### src/hdl/jpe_consts.vh
// constants for the test-port claim and programming session block
`ifndef JPE_CONSTS_VH
`define JPE_CONSTS_VH

// control register space
`define JPE_ENABLE_OFFSET 8'hc7
`define JPE_ENABLE_BIT 0
`define JPE_ENABLE_RESET 1'b0
`define JPE_RDATA_RESET 8'h00

// port c pin positions
`define JPE_PIN_MODE 0
`define JPE_PIN_TCLK 1
`define JPE_PIN_STATUS 3
`define JPE_PIN_ERROR 4
`define JPE_PIN_DIN 5
`define JPE_PIN_DOUT 6
`define JPE_PIN_DEVRST 8

// synchroniser reset value: pins low, device reset released
`define JPE_SYNC_RESET 9'h100

// instruction register
`define JPE_IR_W 4
`define JPE_IR_CAPTURE 4'h1
`define JPE_IR_RESET 4'hf
`define JPE_INS_OPEN 4'h1
`define JPE_INS_OPEN_OD 4'h2
`define JPE_INS_CLOSE 4'h3
`define JPE_INS_CLEAR 4'h4
`define JPE_INS_PROGRAM 4'h5
`define JPE_INS_ERASE 4'h6
`define JPE_INS_CHIP_ERASE 4'h7
`define JPE_INS_READ 4'h8
`define JPE_INS_VERIFY 4'h9

// data register layout
`define JPE_DR_W 24
`define JPE_DR_RESET 24'h000000
`define JPE_DR_ADDR_LSB 0
`define JPE_DR_ADDR_MSB 15
`define JPE_DR_DATA_LSB 16
`define JPE_DR_DATA_MSB 23
`define JPE_DR_SECT_MSB 3

// memory operations
`define JPE_OP_NONE 3'h0
`define JPE_OP_PROGRAM 3'h1
`define JPE_OP_SECT_ERASE 3'h2
`define JPE_OP_CHIP_ERASE 3'h3
`define JPE_OP_READ 3'h4
`define JPE_OP_VERIFY 3'h5

// sector protect: 8 flash sectors then 4 eeprom sectors
`define JPE_NUM_SECT 12

`endif

### src/hdl/jpe_port.v
// test-port pin claim, programming session and port c pin mux
//
// Overview of operation
// - mode, clock, data in and data out sit on port c pins 0,1,5,6.
// - four test pins claimed when nvm bit, enable bit or logic term is true.
// - unclaimed test pins fall back to general purpose i/o.
// - claimed pins stay inputs; data out drives only after the session open command.
// - enable register at offset c7h; bit 0 set claims the test pins.
// - device reset clears the enable bit; software may also clear it.
// - dedicated logic product term is the third pin-claim source.
// - a blank device claims the four test pins by default.
// - status and error pins enabled only by the session open command.
// - error pin low on flash failure until clear, or reset after close.
// - eeprom failures never reach the error pin.
// - status pin high in read mode, low while programming, erasing or writing.
// - session open may make status and error pins open drain.
// - security bit refuses reads and all memory commands except full chip erase.
// - full chip erase lifts the security protection.
// - per-sector protect bits block erasure of protected sectors.
// - device reset aborts port activity unless the nvm bit or a blank device claims the pins.
// - configuration commands supported; no boundary scan.
// - configuration and register bits start at zero except instruction registers (fh), state register (test-logic-reset), output enables (ffh), reset sync bit.
`timescale 1ns/1ps
`include "jpe_consts.vh"

module jpe_port (
   input wire CORE_CLK_I,
   input wire POR_N_I,
   input wire RST_N_I,
   input wire [7:0] REG_ADDR_I,
   input wire [7:0] REG_WDATA_I,
   input wire REG_WR_I,
   input wire REG_RD_I,
   output wire [7:0] REG_RDATA_O,
   input wire NVM_PORT_SEL_I,
   input wire DEVICE_BLANK_I,
   input wire LOGIC_PORT_CLAIM_TERM_I,
   input wire SECURITY_BIT_I,
   input wire [11:0] SECTOR_PROT_I,
   input wire [7:0] PORTC_I,
   output wire [7:0] PORTC_O,
   output wire [7:0] PORTC_OE_N_O,
   input wire [7:0] GPIO_OUT_I,
   input wire [7:0] GPIO_OE_N_I,
   output wire [7:0] GPIO_IN_O,
   input wire MEM_BUSY_I,
   input wire FLASH_ERR_I,
   input wire [7:0] MEM_RDATA_I,
   output wire MEM_REQ_O,
   output wire [2:0] MEM_OP_O,
   output wire [15:0] MEM_ADDR_O,
   output wire [7:0] MEM_WDATA_O,
   output wire [3:0] MEM_SECTOR_O,
   output wire SECURITY_CLEAR_O,
   output wire PORT_CLAIMED_O,
   output wire SESSION_OPEN_O
);

   localparam [15:0] ST_TLR = 16'h0001;
   localparam [15:0] ST_RTI = 16'h0002;
   localparam [15:0] ST_SDS = 16'h0004;
   localparam [15:0] ST_CDR = 16'h0008;
   localparam [15:0] ST_SHD = 16'h0010;
   localparam [15:0] ST_E1D = 16'h0020;
   localparam [15:0] ST_PDR = 16'h0040;
   localparam [15:0] ST_E2D = 16'h0080;
   localparam [15:0] ST_UDR = 16'h0100;
   localparam [15:0] ST_SIS = 16'h0200;
   localparam [15:0] ST_CIR = 16'h0400;
   localparam [15:0] ST_SHI = 16'h0800;
   localparam [15:0] ST_E1I = 16'h1000;
   localparam [15:0] ST_PIR = 16'h2000;
   localparam [15:0] ST_E2I = 16'h4000;
   localparam [15:0] ST_UIR = 16'h8000;

   ////////////////////////////////////////////////////////////////////////////////
   // functions

   function [15:0] tap_next;
      input [15:0] st;
      input tms;
      begin
         case (st)
            ST_TLR: tap_next = tms ? ST_TLR : ST_RTI;
            ST_RTI: tap_next = tms ? ST_SDS : ST_RTI;
            ST_SDS: tap_next = tms ? ST_SIS : ST_CDR;
            ST_CDR: tap_next = tms ? ST_E1D : ST_SHD;
            ST_SHD: tap_next = tms ? ST_E1D : ST_SHD;
            ST_E1D: tap_next = tms ? ST_UDR : ST_PDR;
            ST_PDR: tap_next = tms ? ST_E2D : ST_PDR;
            ST_E2D: tap_next = tms ? ST_UDR : ST_SHD;
            ST_UDR: tap_next = tms ? ST_SDS : ST_RTI;
            ST_SIS: tap_next = tms ? ST_TLR : ST_CIR;
            ST_CIR: tap_next = tms ? ST_E1I : ST_SHI;
            ST_SHI: tap_next = tms ? ST_E1I : ST_SHI;
            ST_E1I: tap_next = tms ? ST_UIR : ST_PIR;
            ST_PIR: tap_next = tms ? ST_E2I : ST_PIR;
            ST_E2I: tap_next = tms ? ST_UIR : ST_SHI;
            ST_UIR: tap_next = tms ? ST_SDS : ST_RTI;
            default: tap_next = ST_TLR;
         endcase
      end
   endfunction

   // unknown codes, boundary scan among them, fall to the one-bit bypass path
   function uses_data_reg;
      input [3:0] ins;
      begin
         uses_data_reg = (ins == `JPE_INS_PROGRAM) || (ins == `JPE_INS_ERASE) ||
                         (ins == `JPE_INS_READ) || (ins == `JPE_INS_VERIFY);
      end
   endfunction

   ////////////////////////////////////////////////////////////////////////////////
   // pin synchronisers

   reg [8:0] sync1_reg;
   reg [8:0] sync2_reg;
   reg [8:0] sync3_reg;
   reg [8:0] filt_reg;
   wire [8:0] filt_next;
   wire [8:0] disagree;

   assign disagree = sync2_reg ^ sync3_reg;
   // a change counts only when the second and third stages agree
   assign filt_next = (~disagree & sync3_reg) | (disagree & filt_reg);

   always @(posedge CORE_CLK_I or negedge POR_N_I) begin
      if (!POR_N_I) begin
         sync1_reg <= `JPE_SYNC_RESET;
         sync2_reg <= `JPE_SYNC_RESET;
         sync3_reg <= `JPE_SYNC_RESET;
         filt_reg <= `JPE_SYNC_RESET;
      end else begin
         sync1_reg <= {RST_N_I, PORTC_I};
         sync2_reg <= sync1_reg;
         sync3_reg <= sync2_reg;
         filt_reg <= filt_next;
      end
   end

   wire tck_rise;
   wire tck_fall;
   wire tms_s;
   wire tdi_s;
   wire dev_rst;

   assign tck_rise = filt_next[`JPE_PIN_TCLK] & ~filt_reg[`JPE_PIN_TCLK];
   assign tck_fall = ~filt_next[`JPE_PIN_TCLK] & filt_reg[`JPE_PIN_TCLK];
   assign tms_s = filt_next[`JPE_PIN_MODE];
   assign tdi_s = filt_next[`JPE_PIN_DIN];
   assign dev_rst = ~filt_reg[`JPE_PIN_DEVRST];

   ////////////////////////////////////////////////////////////////////////////////
   // enable register

   reg enable_reg;
   reg [7:0] rdata_reg;
   wire hit_enable;

   assign hit_enable = (REG_ADDR_I == `JPE_ENABLE_OFFSET);

   always @(posedge CORE_CLK_I or negedge RST_N_I) begin
      if (!RST_N_I) begin
         enable_reg <= `JPE_ENABLE_RESET;
         rdata_reg <= `JPE_RDATA_RESET;
      end else begin
         if (REG_WR_I && hit_enable)
            enable_reg <= REG_WDATA_I[`JPE_ENABLE_BIT];
         if (REG_RD_I && hit_enable)
            rdata_reg <= {7'h00, enable_reg};
         else
            rdata_reg <= `JPE_RDATA_RESET;
      end
   end

   ////////////////////////////////////////////////////////////////////////////////
   // pin claim

   wire nvm_src;
   wire claim;
   wire tap_hold;

   assign nvm_src = NVM_PORT_SEL_I | DEVICE_BLANK_I;
   assign claim = nvm_src | enable_reg | LOGIC_PORT_CLAIM_TERM_I;
   assign tap_hold = ~claim | (dev_rst & ~nvm_src);

   ////////////////////////////////////////////////////////////////////////////////
   // test access state machine

   reg [15:0] tap_reg;
   reg [3:0] ir_reg;
   reg [3:0] ir_sh_reg;
   reg [23:0] dr_sh_reg;
   reg bypass_reg;
   reg tdo_reg;
   wire exec_ir;
   wire exec_dr;
   wire secure;
   wire dr_path;

   assign exec_ir = tck_rise & (tap_reg == ST_UIR) & ~tap_hold;
   assign exec_dr = tck_rise & (tap_reg == ST_UDR) & ~tap_hold;
   assign dr_path = uses_data_reg(ir_reg);

   always @(posedge CORE_CLK_I or negedge POR_N_I) begin
      if (!POR_N_I) begin
         tap_reg <= ST_TLR;
         ir_reg <= `JPE_IR_RESET;
         ir_sh_reg <= `JPE_IR_RESET;
         dr_sh_reg <= `JPE_DR_RESET;
         bypass_reg <= 1'b0;
         tdo_reg <= 1'b0;
      end else if (tap_hold) begin
         tap_reg <= ST_TLR;
         ir_reg <= `JPE_IR_RESET;
         ir_sh_reg <= `JPE_IR_RESET;
         bypass_reg <= 1'b0;
      end else begin
         if (tck_rise) begin
            tap_reg <= tap_next(tap_reg, tms_s);
            case (tap_reg)
               ST_TLR: ir_reg <= `JPE_IR_RESET;
               ST_CIR: ir_sh_reg <= `JPE_IR_CAPTURE;
               ST_SHI: ir_sh_reg <= {tdi_s, ir_sh_reg[3:1]};
               ST_UIR: ir_reg <= ir_sh_reg;
               ST_CDR: begin
                  bypass_reg <= 1'b0;
                  if ((ir_reg == `JPE_INS_READ || ir_reg == `JPE_INS_VERIFY) && !secure)
                     dr_sh_reg <= {MEM_RDATA_I, 16'h0000};
                  else
                     dr_sh_reg <= `JPE_DR_RESET;
               end
               ST_SHD: begin
                  if (dr_path)
                     dr_sh_reg <= {tdi_s, dr_sh_reg[23:1]};
                  else
                     bypass_reg <= tdi_s;
               end
               default: bypass_reg <= bypass_reg;
            endcase
         end
         if (tck_fall) begin
            if (tap_reg == ST_SHI)
               tdo_reg <= ir_sh_reg[0];
            else if (dr_path)
               tdo_reg <= dr_sh_reg[0];
            else
               tdo_reg <= bypass_reg;
         end
      end
   end

   ////////////////////////////////////////////////////////////////////////////////
   // session, error flag and memory commands

   reg open_reg;
   reg ext_en_reg;
   reg od_reg;
   reg closed_reg;
   reg err_reg;
   reg sec_clr_reg;
   reg sec_pulse_reg;
   reg mem_req_reg;
   reg [2:0] mem_op_reg;
   reg [15:0] mem_addr_reg;
   reg [7:0] mem_wdata_reg;
   reg [3:0] mem_sect_reg;
   wire [3:0] sect_idx;
   wire sect_ok;
   wire err_clear;
   wire cmd_ok;

   assign secure = SECURITY_BIT_I & ~sec_clr_reg;
   assign sect_idx = dr_sh_reg[`JPE_DR_SECT_MSB:0];
   assign sect_ok = (sect_idx < `JPE_NUM_SECT) && !SECTOR_PROT_I[sect_idx];
   assign err_clear = (exec_ir & open_reg & (ir_sh_reg == `JPE_INS_CLEAR)) |
                      (dev_rst & closed_reg);
   assign cmd_ok = exec_dr & open_reg & ~secure;

   always @(posedge CORE_CLK_I or negedge POR_N_I) begin
      if (!POR_N_I) begin
         open_reg <= 1'b0;
         ext_en_reg <= 1'b0;
         od_reg <= 1'b0;
         closed_reg <= 1'b0;
         err_reg <= 1'b0;
         sec_clr_reg <= 1'b0;
         sec_pulse_reg <= 1'b0;
         mem_req_reg <= 1'b0;
         mem_op_reg <= `JPE_OP_NONE;
         mem_addr_reg <= 16'h0000;
         mem_wdata_reg <= 8'h00;
         mem_sect_reg <= 4'h0;
      end else begin
         mem_req_reg <= 1'b0;
         sec_pulse_reg <= 1'b0;
         err_reg <= FLASH_ERR_I | (err_reg & ~err_clear);
         if (dev_rst && closed_reg) begin
            ext_en_reg <= 1'b0;
            closed_reg <= 1'b0;
         end
         if (tap_hold) begin
            open_reg <= 1'b0;
         end else if (exec_ir) begin
            case (ir_sh_reg)
               `JPE_INS_OPEN, `JPE_INS_OPEN_OD: begin
                  open_reg <= 1'b1;
                  ext_en_reg <= 1'b1;
                  od_reg <= (ir_sh_reg == `JPE_INS_OPEN_OD);
                  closed_reg <= 1'b0;
               end
               `JPE_INS_CLOSE: begin
                  if (open_reg) begin
                     open_reg <= 1'b0;
                     closed_reg <= 1'b1;
                  end
               end
               `JPE_INS_CHIP_ERASE: begin
                  if (open_reg) begin
                     mem_req_reg <= 1'b1;
                     mem_op_reg <= `JPE_OP_CHIP_ERASE;
                     sec_clr_reg <= 1'b1;
                     sec_pulse_reg <= 1'b1;
                  end
               end
               default: open_reg <= open_reg;
            endcase
         end else if (cmd_ok) begin
            mem_addr_reg <= dr_sh_reg[`JPE_DR_ADDR_MSB:`JPE_DR_ADDR_LSB];
            mem_wdata_reg <= dr_sh_reg[`JPE_DR_DATA_MSB:`JPE_DR_DATA_LSB];
            mem_sect_reg <= sect_idx;
            case (ir_reg)
               `JPE_INS_PROGRAM: begin
                  mem_req_reg <= 1'b1;
                  mem_op_reg <= `JPE_OP_PROGRAM;
               end
               `JPE_INS_ERASE: begin
                  mem_req_reg <= sect_ok;
                  mem_op_reg <= `JPE_OP_SECT_ERASE;
               end
               `JPE_INS_READ: begin
                  mem_req_reg <= 1'b1;
                  mem_op_reg <= `JPE_OP_READ;
               end
               `JPE_INS_VERIFY: begin
                  mem_req_reg <= 1'b1;
                  mem_op_reg <= `JPE_OP_VERIFY;
               end
               default: mem_req_reg <= 1'b0;
            endcase
         end
      end
   end

   ////////////////////////////////////////////////////////////////////////////////
   // port c pin mux

   reg [7:0] pc_o_reg;
   reg [7:0] pc_oe_n_reg;
   reg claimed_reg;
   reg [7:0] pc_o_next;
   reg [7:0] pc_oe_n_next;
   reg ready;

   always @* begin
      ready = ~MEM_BUSY_I;
      pc_o_next = GPIO_OUT_I;
      pc_oe_n_next = GPIO_OE_N_I;
      if (claim) begin
         pc_oe_n_next[`JPE_PIN_MODE] = 1'b1;
         pc_oe_n_next[`JPE_PIN_TCLK] = 1'b1;
         pc_oe_n_next[`JPE_PIN_DIN] = 1'b1;
         pc_o_next[`JPE_PIN_DOUT] = tdo_reg;
         pc_oe_n_next[`JPE_PIN_DOUT] = ~(open_reg & ((tap_reg == ST_SHD) |
                                                     (tap_reg == ST_SHI)));
      end
      if (ext_en_reg) begin
         pc_o_next[`JPE_PIN_STATUS] = od_reg ? 1'b0 : ready;
         pc_oe_n_next[`JPE_PIN_STATUS] = od_reg ? ready : 1'b0;
         pc_o_next[`JPE_PIN_ERROR] = od_reg ? 1'b0 : ~err_reg;
         pc_oe_n_next[`JPE_PIN_ERROR] = od_reg ? ~err_reg : 1'b0;
      end
   end

   // one register stage on the pins; a cycle of lag is small against the test clock
   always @(posedge CORE_CLK_I or negedge POR_N_I) begin
      if (!POR_N_I) begin
         pc_o_reg <= 8'h00;
         pc_oe_n_reg <= 8'hff;
         claimed_reg <= 1'b0;
      end else begin
         pc_o_reg <= pc_o_next;
         pc_oe_n_reg <= pc_oe_n_next;
         claimed_reg <= claim;
      end
   end

   assign REG_RDATA_O = rdata_reg;
   assign PORTC_O = pc_o_reg;
   assign PORTC_OE_N_O = pc_oe_n_reg;
   assign GPIO_IN_O = filt_reg[7:0];
   assign MEM_REQ_O = mem_req_reg;
   assign MEM_OP_O = mem_op_reg;
   assign MEM_ADDR_O = mem_addr_reg;
   assign MEM_WDATA_O = mem_wdata_reg;
   assign MEM_SECTOR_O = mem_sect_reg;
   assign SECURITY_CLEAR_O = sec_pulse_reg;
   assign PORT_CLAIMED_O = claimed_reg;
   assign SESSION_OPEN_O = open_reg;

endmodule // jpe_port

### config.mk
export PLATFORM = sky130hd
export DESIGN_NAME = jpe_port
export DESIGN_NICKNAME = d
export VERILOG_FILES = /design/src/hdl/jpe_port.v
export VERILOG_INCLUDE_DIRS = /design/src /design/src/hdl
export SDC_FILE = /design/constraint.sdc
export NUM_CORES = 1
export LEC_CHECK = 0
export ABC_AREA = 1
export BUFFER_PORTS_ARGS = -buffer_cell sky130_fd_sc_hd__clkbuf_2
export CELL_PAD_IN_SITES_DETAIL_PLACEMENT = 1
export CELL_PAD_IN_SITES_GLOBAL_PLACEMENT = 1
export CORE_ASPECT_RATIO = 0.5
export CORE_MARGIN = 2
export CORE_UTILIZATION = 37
export CTS_BUF_LIST = sky130_fd_sc_hd__clkbuf_16
export DETAILED_ROUTE_END_ITERATION = 6
export GPL_ROUTABILITY_DRIVEN = 0
export MAX_ROUTING_LAYER = met4
export PLACE_DENSITY = 0.74
export SYNTH_ARGS = -nofsm -noshare
export SYNTH_HDL_FRONTEND = slang
export SYNTH_SLANG_ARGS = --single-unit
export TNS_END_PERCENT = 20
### constraint.sdc
create_clock -name CORE_CLK_I -period 1.7 [get_ports CORE_CLK_I]
set_clock_uncertainty 0.15 [all_clocks]
set_input_delay 0.34 -clock CORE_CLK_I [delete_from_list [all_inputs] [get_ports CORE_CLK_I]]
set_output_delay 0.34 -clock CORE_CLK_I [all_outputs]
set_load 0.01 [all_outputs]
==> impl_summary.log, run 1 <==
[metrics] CTS H-tree depth: 4
[metrics] synth unique cells: 39
[metrics] Final Cycle Share: 119%
[metrics] worst-skew pair later-pin latency: 0.43 ns
[metrics] number of buffers inserted during clock tree synthesis: 17
[metrics] Worst Path Required: 1.91 ns
[metrics] logic depth of the worst register-to-register path: 12
[metrics] Finished Cell Area: 9110 sq um
[metrics] data arrival time of the worst path: 2.23 ns
[metrics] run status: finished with violations
[metrics] worst setup slack for register-to-register paths: -0.32 ns
[metrics] vias in the first global route: 5955
[metrics] Avg WL per Cell: 18.0 um
[metrics] cell-internal power: 0.00632 W
[metrics] final routed DRC violation total: 0
[metrics] Net Sw Frac: 28.4%
[metrics] fraction of power consumed by the clock network: 42.9%
[metrics] buffer levels on the longest clock path: 2
[metrics] total detailed-routing wirelength: 20600 um
[metrics] achievable frequency: 0.495 GHz
[metrics] RR Startpoint: tap_reg[2]
[metrics] setup TNS after final layout: -14.01 ns
[metrics] total via count in the routed design: 5675
[metrics] number of setup violations in the final report: 79
[metrics] maximum fanout encountered on the critical timing path: 4
[metrics] Setup crit start kind: flip-flop
[metrics] largest voltage drop on the vdd net: 690 uV
[metrics] switching pwr: 0.00251 W
[metrics] die extent in x: 186 um
[metrics] sink count of the clock tree: 140
[metrics] Combinational Power Share: 15.4%
[metrics] HP Class: in2reg
[metrics] area post-placement: 7560 sq um
[metrics] Total Die Area: 17600 sq um
[metrics] ant diodes: 0
[metrics] global-route usage over all layers: 23.2%
[metrics] total number of nets in the final design: 977
[metrics] count of endpoints failing hold in the final timing report: 0
[metrics] area occupied by registers: 3530 sq um
[metrics] root buf cell: clkbuf_16
[metrics] largest net degree at the start of global routing: 43
[metrics] half-perimeter wire length after placement: 12100 um
[metrics] violations in the final reports: negative setup slack
[metrics] area occupied by multi-input gates: 2380 sq um
[metrics] count of boundary I/O pins: 138
[metrics] count of filler cells inserted in the layout: 1852
[metrics] sequential share of power: 41.6%
[metrics] worst hold endpoint: REG_RDATA_O[0]
[metrics] Max-cap violations: 0
[metrics] share of synthesized area occupied by flip-flops and latches: 57.9%
[metrics] initial cell density of the core: 37.6%
[metrics] synthesized instance count: 642
[metrics] yosys synthesis warning count: 0
[metrics] flip-flop count of the largest register after layout: 24
[metrics] first-pass GRT wire length: 29900 um
[metrics] Tmin final: 2.02 ns
[metrics] depth of the worst hold-timing path: 3
[metrics] RSZ-0062 raised after global routing: true
[metrics] leakage power total: 4.53 nW
[metrics] number of vias per cell: 4.95
[metrics] antenna violations before repair: 0
[metrics] launch point of the worst hold path: REG_ADDR_I[0]
[metrics] total power density per cell area: 969 nW/um^2
[metrics] count of routing violations after the opening detailed-route iteration: 319
[metrics] synthesized area divided by synthesized cell count: 9.49 sq um
[metrics] vertical extent of the die: 94.8 um
[metrics] capturing point of the worst reg2reg path: MEM_REQ_O
[metrics] TritonCTS clock tree: yes
[metrics] global route total overflow: 0
[metrics] total core area: 16200 sq um
[metrics] number of slew-limit violations in the final report: 0
[metrics] Setup Crit Path Kind: reg2reg
[metrics] clock transition time at the flip-flop clock pins of the worst setup and hold paths: 0.07 ns
[metrics] Crit. End Element: flip-flop
[metrics] worst setup slack after layout: -0.320 ns
[metrics] post-synthesis to final-layout area growth: 49.5%
[metrics] fraction of final layout cells with drive strength greater than 1: 46.2%
[metrics] number of synthesized register bits: 140
[metrics] Pre-antenna DRT Iters: 4
[metrics] count of input and output buffers: 123
[metrics] antenna viol nets, final: 0
[metrics] cell area after technology mapping: 6090 sq um
[metrics] std cell rows: 33
## synth_stat cells
cell	number	share of area, %
dfrtp_1	119	49
o31ai_1	3	0.37
o22ai_1	28	2.9
maj3_1	8	1.3
buf_4	19	2.3
o21bai_1	1	0.12
nor2_1	57	3.5
nor2_8	1	0.33
nand2_1	125	7.7
inv_2	5	0.31
buf_2	3	0.25
a31oi_1	5	0.51
a32o_1	1	0.16
nand3b_1	1	0.12
o21ai_4	1	0.27
inv_1	75	4.6
o211ai_1	3	0.37
o21ai_0	43	3.5
o21a_1	1	0.12
nor2_4	6	1.1
nand4_1	3	0.31
nand3_2	4	0.66
a21oi_1	10	0.82
dfstp_2	21	9.1
nand2_2	6	0.62
nand3b_4	1	0.33
or2_2	3	0.31
o21ai_2	6	0.86
nand2_4	4	0.74
nand3_4	1	0.29
buf_6	5	0.92
nand3_1	41	3.4
clkbuf_1	3	0.18
and3_1	1	0.10
nor3_1	6	0.49
mux2_2	2	0.37
nor2_2	8	0.82
conb_1	1	0.062
o21ai_1	11	0.90
## worst max-delay path by stage
stage	endpoint	depth (start not counted)	start	slack (ns)
detailed placement	MEM_ADDR_O[6]	9	tap_reg[5]	-0.24
global route	MEM_REQ_O	12	tap_reg[2]	-0.38
floorplan	MEM_ADDR_O[11]	11	flip-flop	-0.07
finish	MEM_REQ_O	12	tap_reg[2]	-0.32
CTS	MEM_ADDR_O[0]	9	tap_reg[5]	-0.19
global placement	MEM_ADDR_O[0]	9	tap_reg[4]	-0.14
## cell families after synthesis
kind of cell    after synthesis  synth area share, %
simple gates                268                 20.8
buf+inv                     110                 8.62
flops                       140                 57.9
mux                           2                0.370
other cells                   1               0.0615
compound gates              113                 10.9
fa+ha+maj                     8                 1.31
## layout make-up
| cell class | instances | area share (%) |
|---|---|---|
| multi-input cells | 398 | 26.1 |
| clock inverters | 15 | 1.78 |
| repair buffers | 269 | 22.1 |
| flip-flops and latches | 140 | 38.7 |
| inverters | 80 | 3.46 |
| clock buffers | 17 | 4.67 |
| well taps | 227 | 3.12 |
## power by group through the flow
| stage | clock (W) | sequential, W | combinational [W] |
|---|---|---|---|
| after floorplan | 0 | 0.00370 | 0.000528 |
| after global placement | 0 | 0.00370 | 0.00100 |
| after detailed placement | 0 | 0.00371 | 0.00104 |
| after CTS | 0.00383 | 0.00366 | 0.00118 |
| after global routing | 0.00401 | 0.00369 | 0.00147 |
| final | 0.00379 | 0.00368 | 0.00136 |
## timing repair
action,4_1_cts,5_1_grt
resized for setup,35,97
pin swaps,10,13
setup buffers,11,14
endpoints found under the setup margin,82,85
cloned,3,1
hold buffers,30,0
hold endpoints to repair,59,0
## cell usage in the layout, fill, tap and decap left out, types with 3 or more instances in the layout
cell and count:
clkinv_4 3, inv_6 4, buf_6 9, o22ai_2 10, inv_4 4, clkbuf_16 18
clkbuf_2 122, a21oi_1 10, buf_12 9, nand3_2 7, nor3_1 4, buf_4 95
buf_16 3, dlygate4sd3_1 30, a31oi_1 5, nor2_2 15, maj3_1 8, inv_2 8
o211ai_1 3, dfrtp_1 118, inv_1 68, or2_2 3, nor2_1 47, nand2_4 8
nand4_1 3, nand3_1 37, nand2_1 85, conb_1 7, o21ai_1 23, o21ai_2 14
dfstp_2 21, nand2_2 42, o22ai_1 17, o21ai_0 23, nor2_4 9, clkinvlp_4 4
## worst max-delay path, stage by stage, from the launching register on
cell,delay [ns]
dfrtp_1,0.40
nor2_2,0.15
nand2_2,0.10
nor2_4,0.18
nand3_2,0.13
nor2_4,0.18
buf_4,0.14
buf_6,0.08
buf_4,0.10
buf_4,0.09
buf_4,0.10
nand2_2,0.06
nand2_1,0.09
## routing by layer
layer / up-vias / wire length [um] / global-route usage [%]
met1: 2864 / 8200 / 25.6
met5: - / 0 / -
met3: 57 / 894 / 4.67
met2: 154 / 10900 / 41.8
li1: 2600 / - / -
met4: 0 / 665 / 8.80
## through the flow
stage          power (W)  std cells  setup WS, ns  util, %  hold WS [ns]
5_1_grt          0.00917       1146        -0.383     56.2        0.0700
3_5_place_dp     0.00475       1056        -0.235     46.6       -0.0112
6_report         0.00883       1146        -0.320     56.2        0.0465
4_1_cts          0.00868       1132        -0.191     53.7        0.0390
2_1_floorplan    0.00423        648       -0.0725        -        -0.106
3_3_place_gp     0.00470       1056        -0.139     46.6       -0.0137
Power figures use the tool's default switching activity.
==> run 2: changes to the inputs <==
Settings changed: MAX_ROUTING_LAYER met4 to unset.
==> impl_summary.log, run 2 (synthesis gave the netlist of run 1 again) <==
[metrics] total number of nets in the final design: 974
[metrics] clock transition time at the flip-flop clock pins of the worst setup and hold paths: 0.07 ns
[metrics] flip-flop count of the largest register after layout: 24
[metrics] HP Class: in2reg
[metrics] root buf cell: clkbuf_16
[metrics] Max-cap violations: 0
[metrics] Worst Path Required: 1.86 ns
[metrics] total detailed-routing wirelength: 21100 um
[metrics] fraction of final layout cells with drive strength greater than 1: 46.2%
[metrics] maximum fanout encountered on the critical timing path: 5
[metrics] top library cells by usage in the layout, fill and taps aside: clkbuf_2, dfrtp_1, buf_4
[metrics] global route total overflow: 0
[metrics] switching pwr: 0.00252 W
[metrics] post-layout total power: 0.00884 W
[metrics] Avg WL per Cell: 18.4 um
[metrics] cell-internal power: 0.00632 W
[metrics] Net Sw Frac: 28.5%
[metrics] largest net degree at the start of global routing: 43
[metrics] count of input and output buffers: 123
[metrics] data arrival time of the worst path: 2.20 ns
[metrics] half-perimeter wire length after placement: 12100 um
[metrics] post-synthesis to final-layout area growth: 49.8%
[metrics] Setup Crit Path Kind: reg2reg
[metrics] leading cell type in the layout, fill and taps excluded: clkbuf_2
[metrics] Pre-antenna DRT Iters: 5
[metrics] total core area: 16200 sq um
[metrics] violations in the final reports: negative setup slack
[metrics] fraction of power consumed by the clock network: 43.0%
[metrics] RSZ-0062 raised after global routing: true
[metrics] sequential share of power: 41.6%
[metrics] count of endpoints failing hold in the final timing report: 0
[metrics] Combinational Power Share: 15.4%
[metrics] Setup crit start kind: flip-flop
[metrics] achievable frequency: 0.491 GHz
[metrics] global-route usage over all layers: 22.5%
[metrics] Crit. End Element: flip-flop
[metrics] final routed DRC violation total: 0
[metrics] final cell count without fillers: 1144
[metrics] Final Cycle Share: 120%
[metrics] Total Die Area: 17600 sq um
[metrics] worst setup slack after layout: -0.337 ns
[metrics] initial cell density of the core: 37.6%
[metrics] std cell rows: 33
[metrics] worst-skew pair later-pin latency: 0.44 ns
[metrics] TritonCTS clock tree: yes
[metrics] run status: finished with violations
[metrics] vertical extent of the die: 94.8 um
[metrics] cell count after placement: 1056
[metrics] antenna viol nets, final: 0
[metrics] total via count in the routed design: 5681
[metrics] total power density per cell area: 969 nW/um^2
[metrics] number of vias per cell: 4.97
[metrics] Tmin final: 2.04 ns
[metrics] buffer levels on the longest clock path: 2
[metrics] count of routing violations after the opening detailed-route iteration: 241
[metrics] number of buffers inserted during clock tree synthesis: 17
[metrics] leakage power total: 4.53 nW
[metrics] vias in the first global route: 5971
[metrics] CTS H-tree depth: 4
[metrics] number of setup violations in the final report: 82
[metrics] antenna violations before repair: 1
[metrics] sink count of the clock tree: 140
[metrics] number of slew-limit violations in the final report: 0
[metrics] first-pass GRT wire length: 30000 um
[metrics] die extent in x: 186 um
[metrics] largest voltage drop on the vdd net: 698 uV
[metrics] count of boundary I/O pins: 138
-- run 2: cell types whose count changed in the layout (fill, tap and decap cells not counted), moves of 2 or more --
| cell | before | now |
|---|---|---|
| inv_2 | 8 | 6 |
| inv_1 | 68 | 70 |
| buf_4 | 95 | 92 |
| nand3_1 | 37 | 34 |
| o22ai_2 | 10 | 8 |
| nand3_2 | 7 | 10 |
| o22ai_4 | 1 | 3 |
| nand2_2 | 42 | 40 |
-- run 2: final timing paths --
path                                    start        endpoint  slack, ns  depth (start not counted)
min in group asynchronous             RST_N_I      enable_reg       0.09                          2
worst max-delay path               tap_reg[3]     MEM_OP_O[1]      -0.34                         11
max in group asynchronous             POR_N_I   dr_sh_reg[13]       0.56                          3
worst min-delay path            REG_ADDR_I[0]  REG_RDATA_O[0]       0.04                          3
worst min register to register   sync1_reg[0]    sync2_reg[0]       0.20                          0
worst max register to register     tap_reg[3]     MEM_OP_O[1]      -0.34                         11
-- run 2: per-layer routing --
metal	GRT usage, %	routed length, um
met1	25.6	8340
met4	8.80	687
met5	0	0
met3	4.82	944
met2	41.8	11100
-- run 2: layout make-up --
cell class | count | area, sq um
clock buffer | 17 | 425
tap | 227 | 284
sequential | 140 | 3530
multi-input combinational | 398 | 2420
antenna | 1 | 2.50
clock inverter | 15 | 163
fill | 1841 | 7100
timing repair buffer | 266 | 1990
inverter | 80 | 315
-- run 2: power by group through the flow --
| stage | registers [W] | logic [W] | clock network (W) |
|---|---|---|---|
| CTS | 0.00366 | 0.00118 | 0.00383 |
| finish | 0.00368 | 0.00137 | 0.00380 |
| detailed placement | 0.00371 | 0.00104 | 0 |
| global placement | 0.00370 | 0.00100 | 0 |
| floorplan | 0.00370 | 0.000528 | 0 |
| global route | 0.00369 | 0.00147 | 0.00401 |
-- run 2: critical path, stage by stage, from the launching register on --
cell and delay [ns]:
dfrtp_1 0.43, nor2_2 0.14, nand2_2 0.11, nor2_4 0.19, nand3_2 0.12, nor2_4 0.19
clkinv_4 0.15, buf_6 0.15, nand2_4 0.05, nand2_4 0.07, nand2_2 0.08, o21ai_1 0.06
-- run 2: what timing repair did --
item                                    in CTS  in global routing
buffers inserted                            11                 11
cloned                                       3                  1
resized for setup                           35                102
pin swaps                                   10                 20
hold buffers                                30                  0
endpoints found under the hold margin       59                  0
endpoints found under the setup margin      82                 85
-- run 2: through the flow --
stage                     setup WS [ns]  hold WS [ns]  util [%]  TNS, ns  area [sq um]
after CTS                        -0.191        0.0390      53.7    -7.89          8710
after global placement           -0.139       -0.0137      46.6    -6.15          7560
final                            -0.337        0.0416      56.3   -15.87          9130
after detailed placement         -0.235       -0.0112      46.6   -10.71          7560
after floorplan                 -0.0725        -0.106         -    -1.07          6120
after global routing             -0.410        0.0677      56.3   -22.99          9130
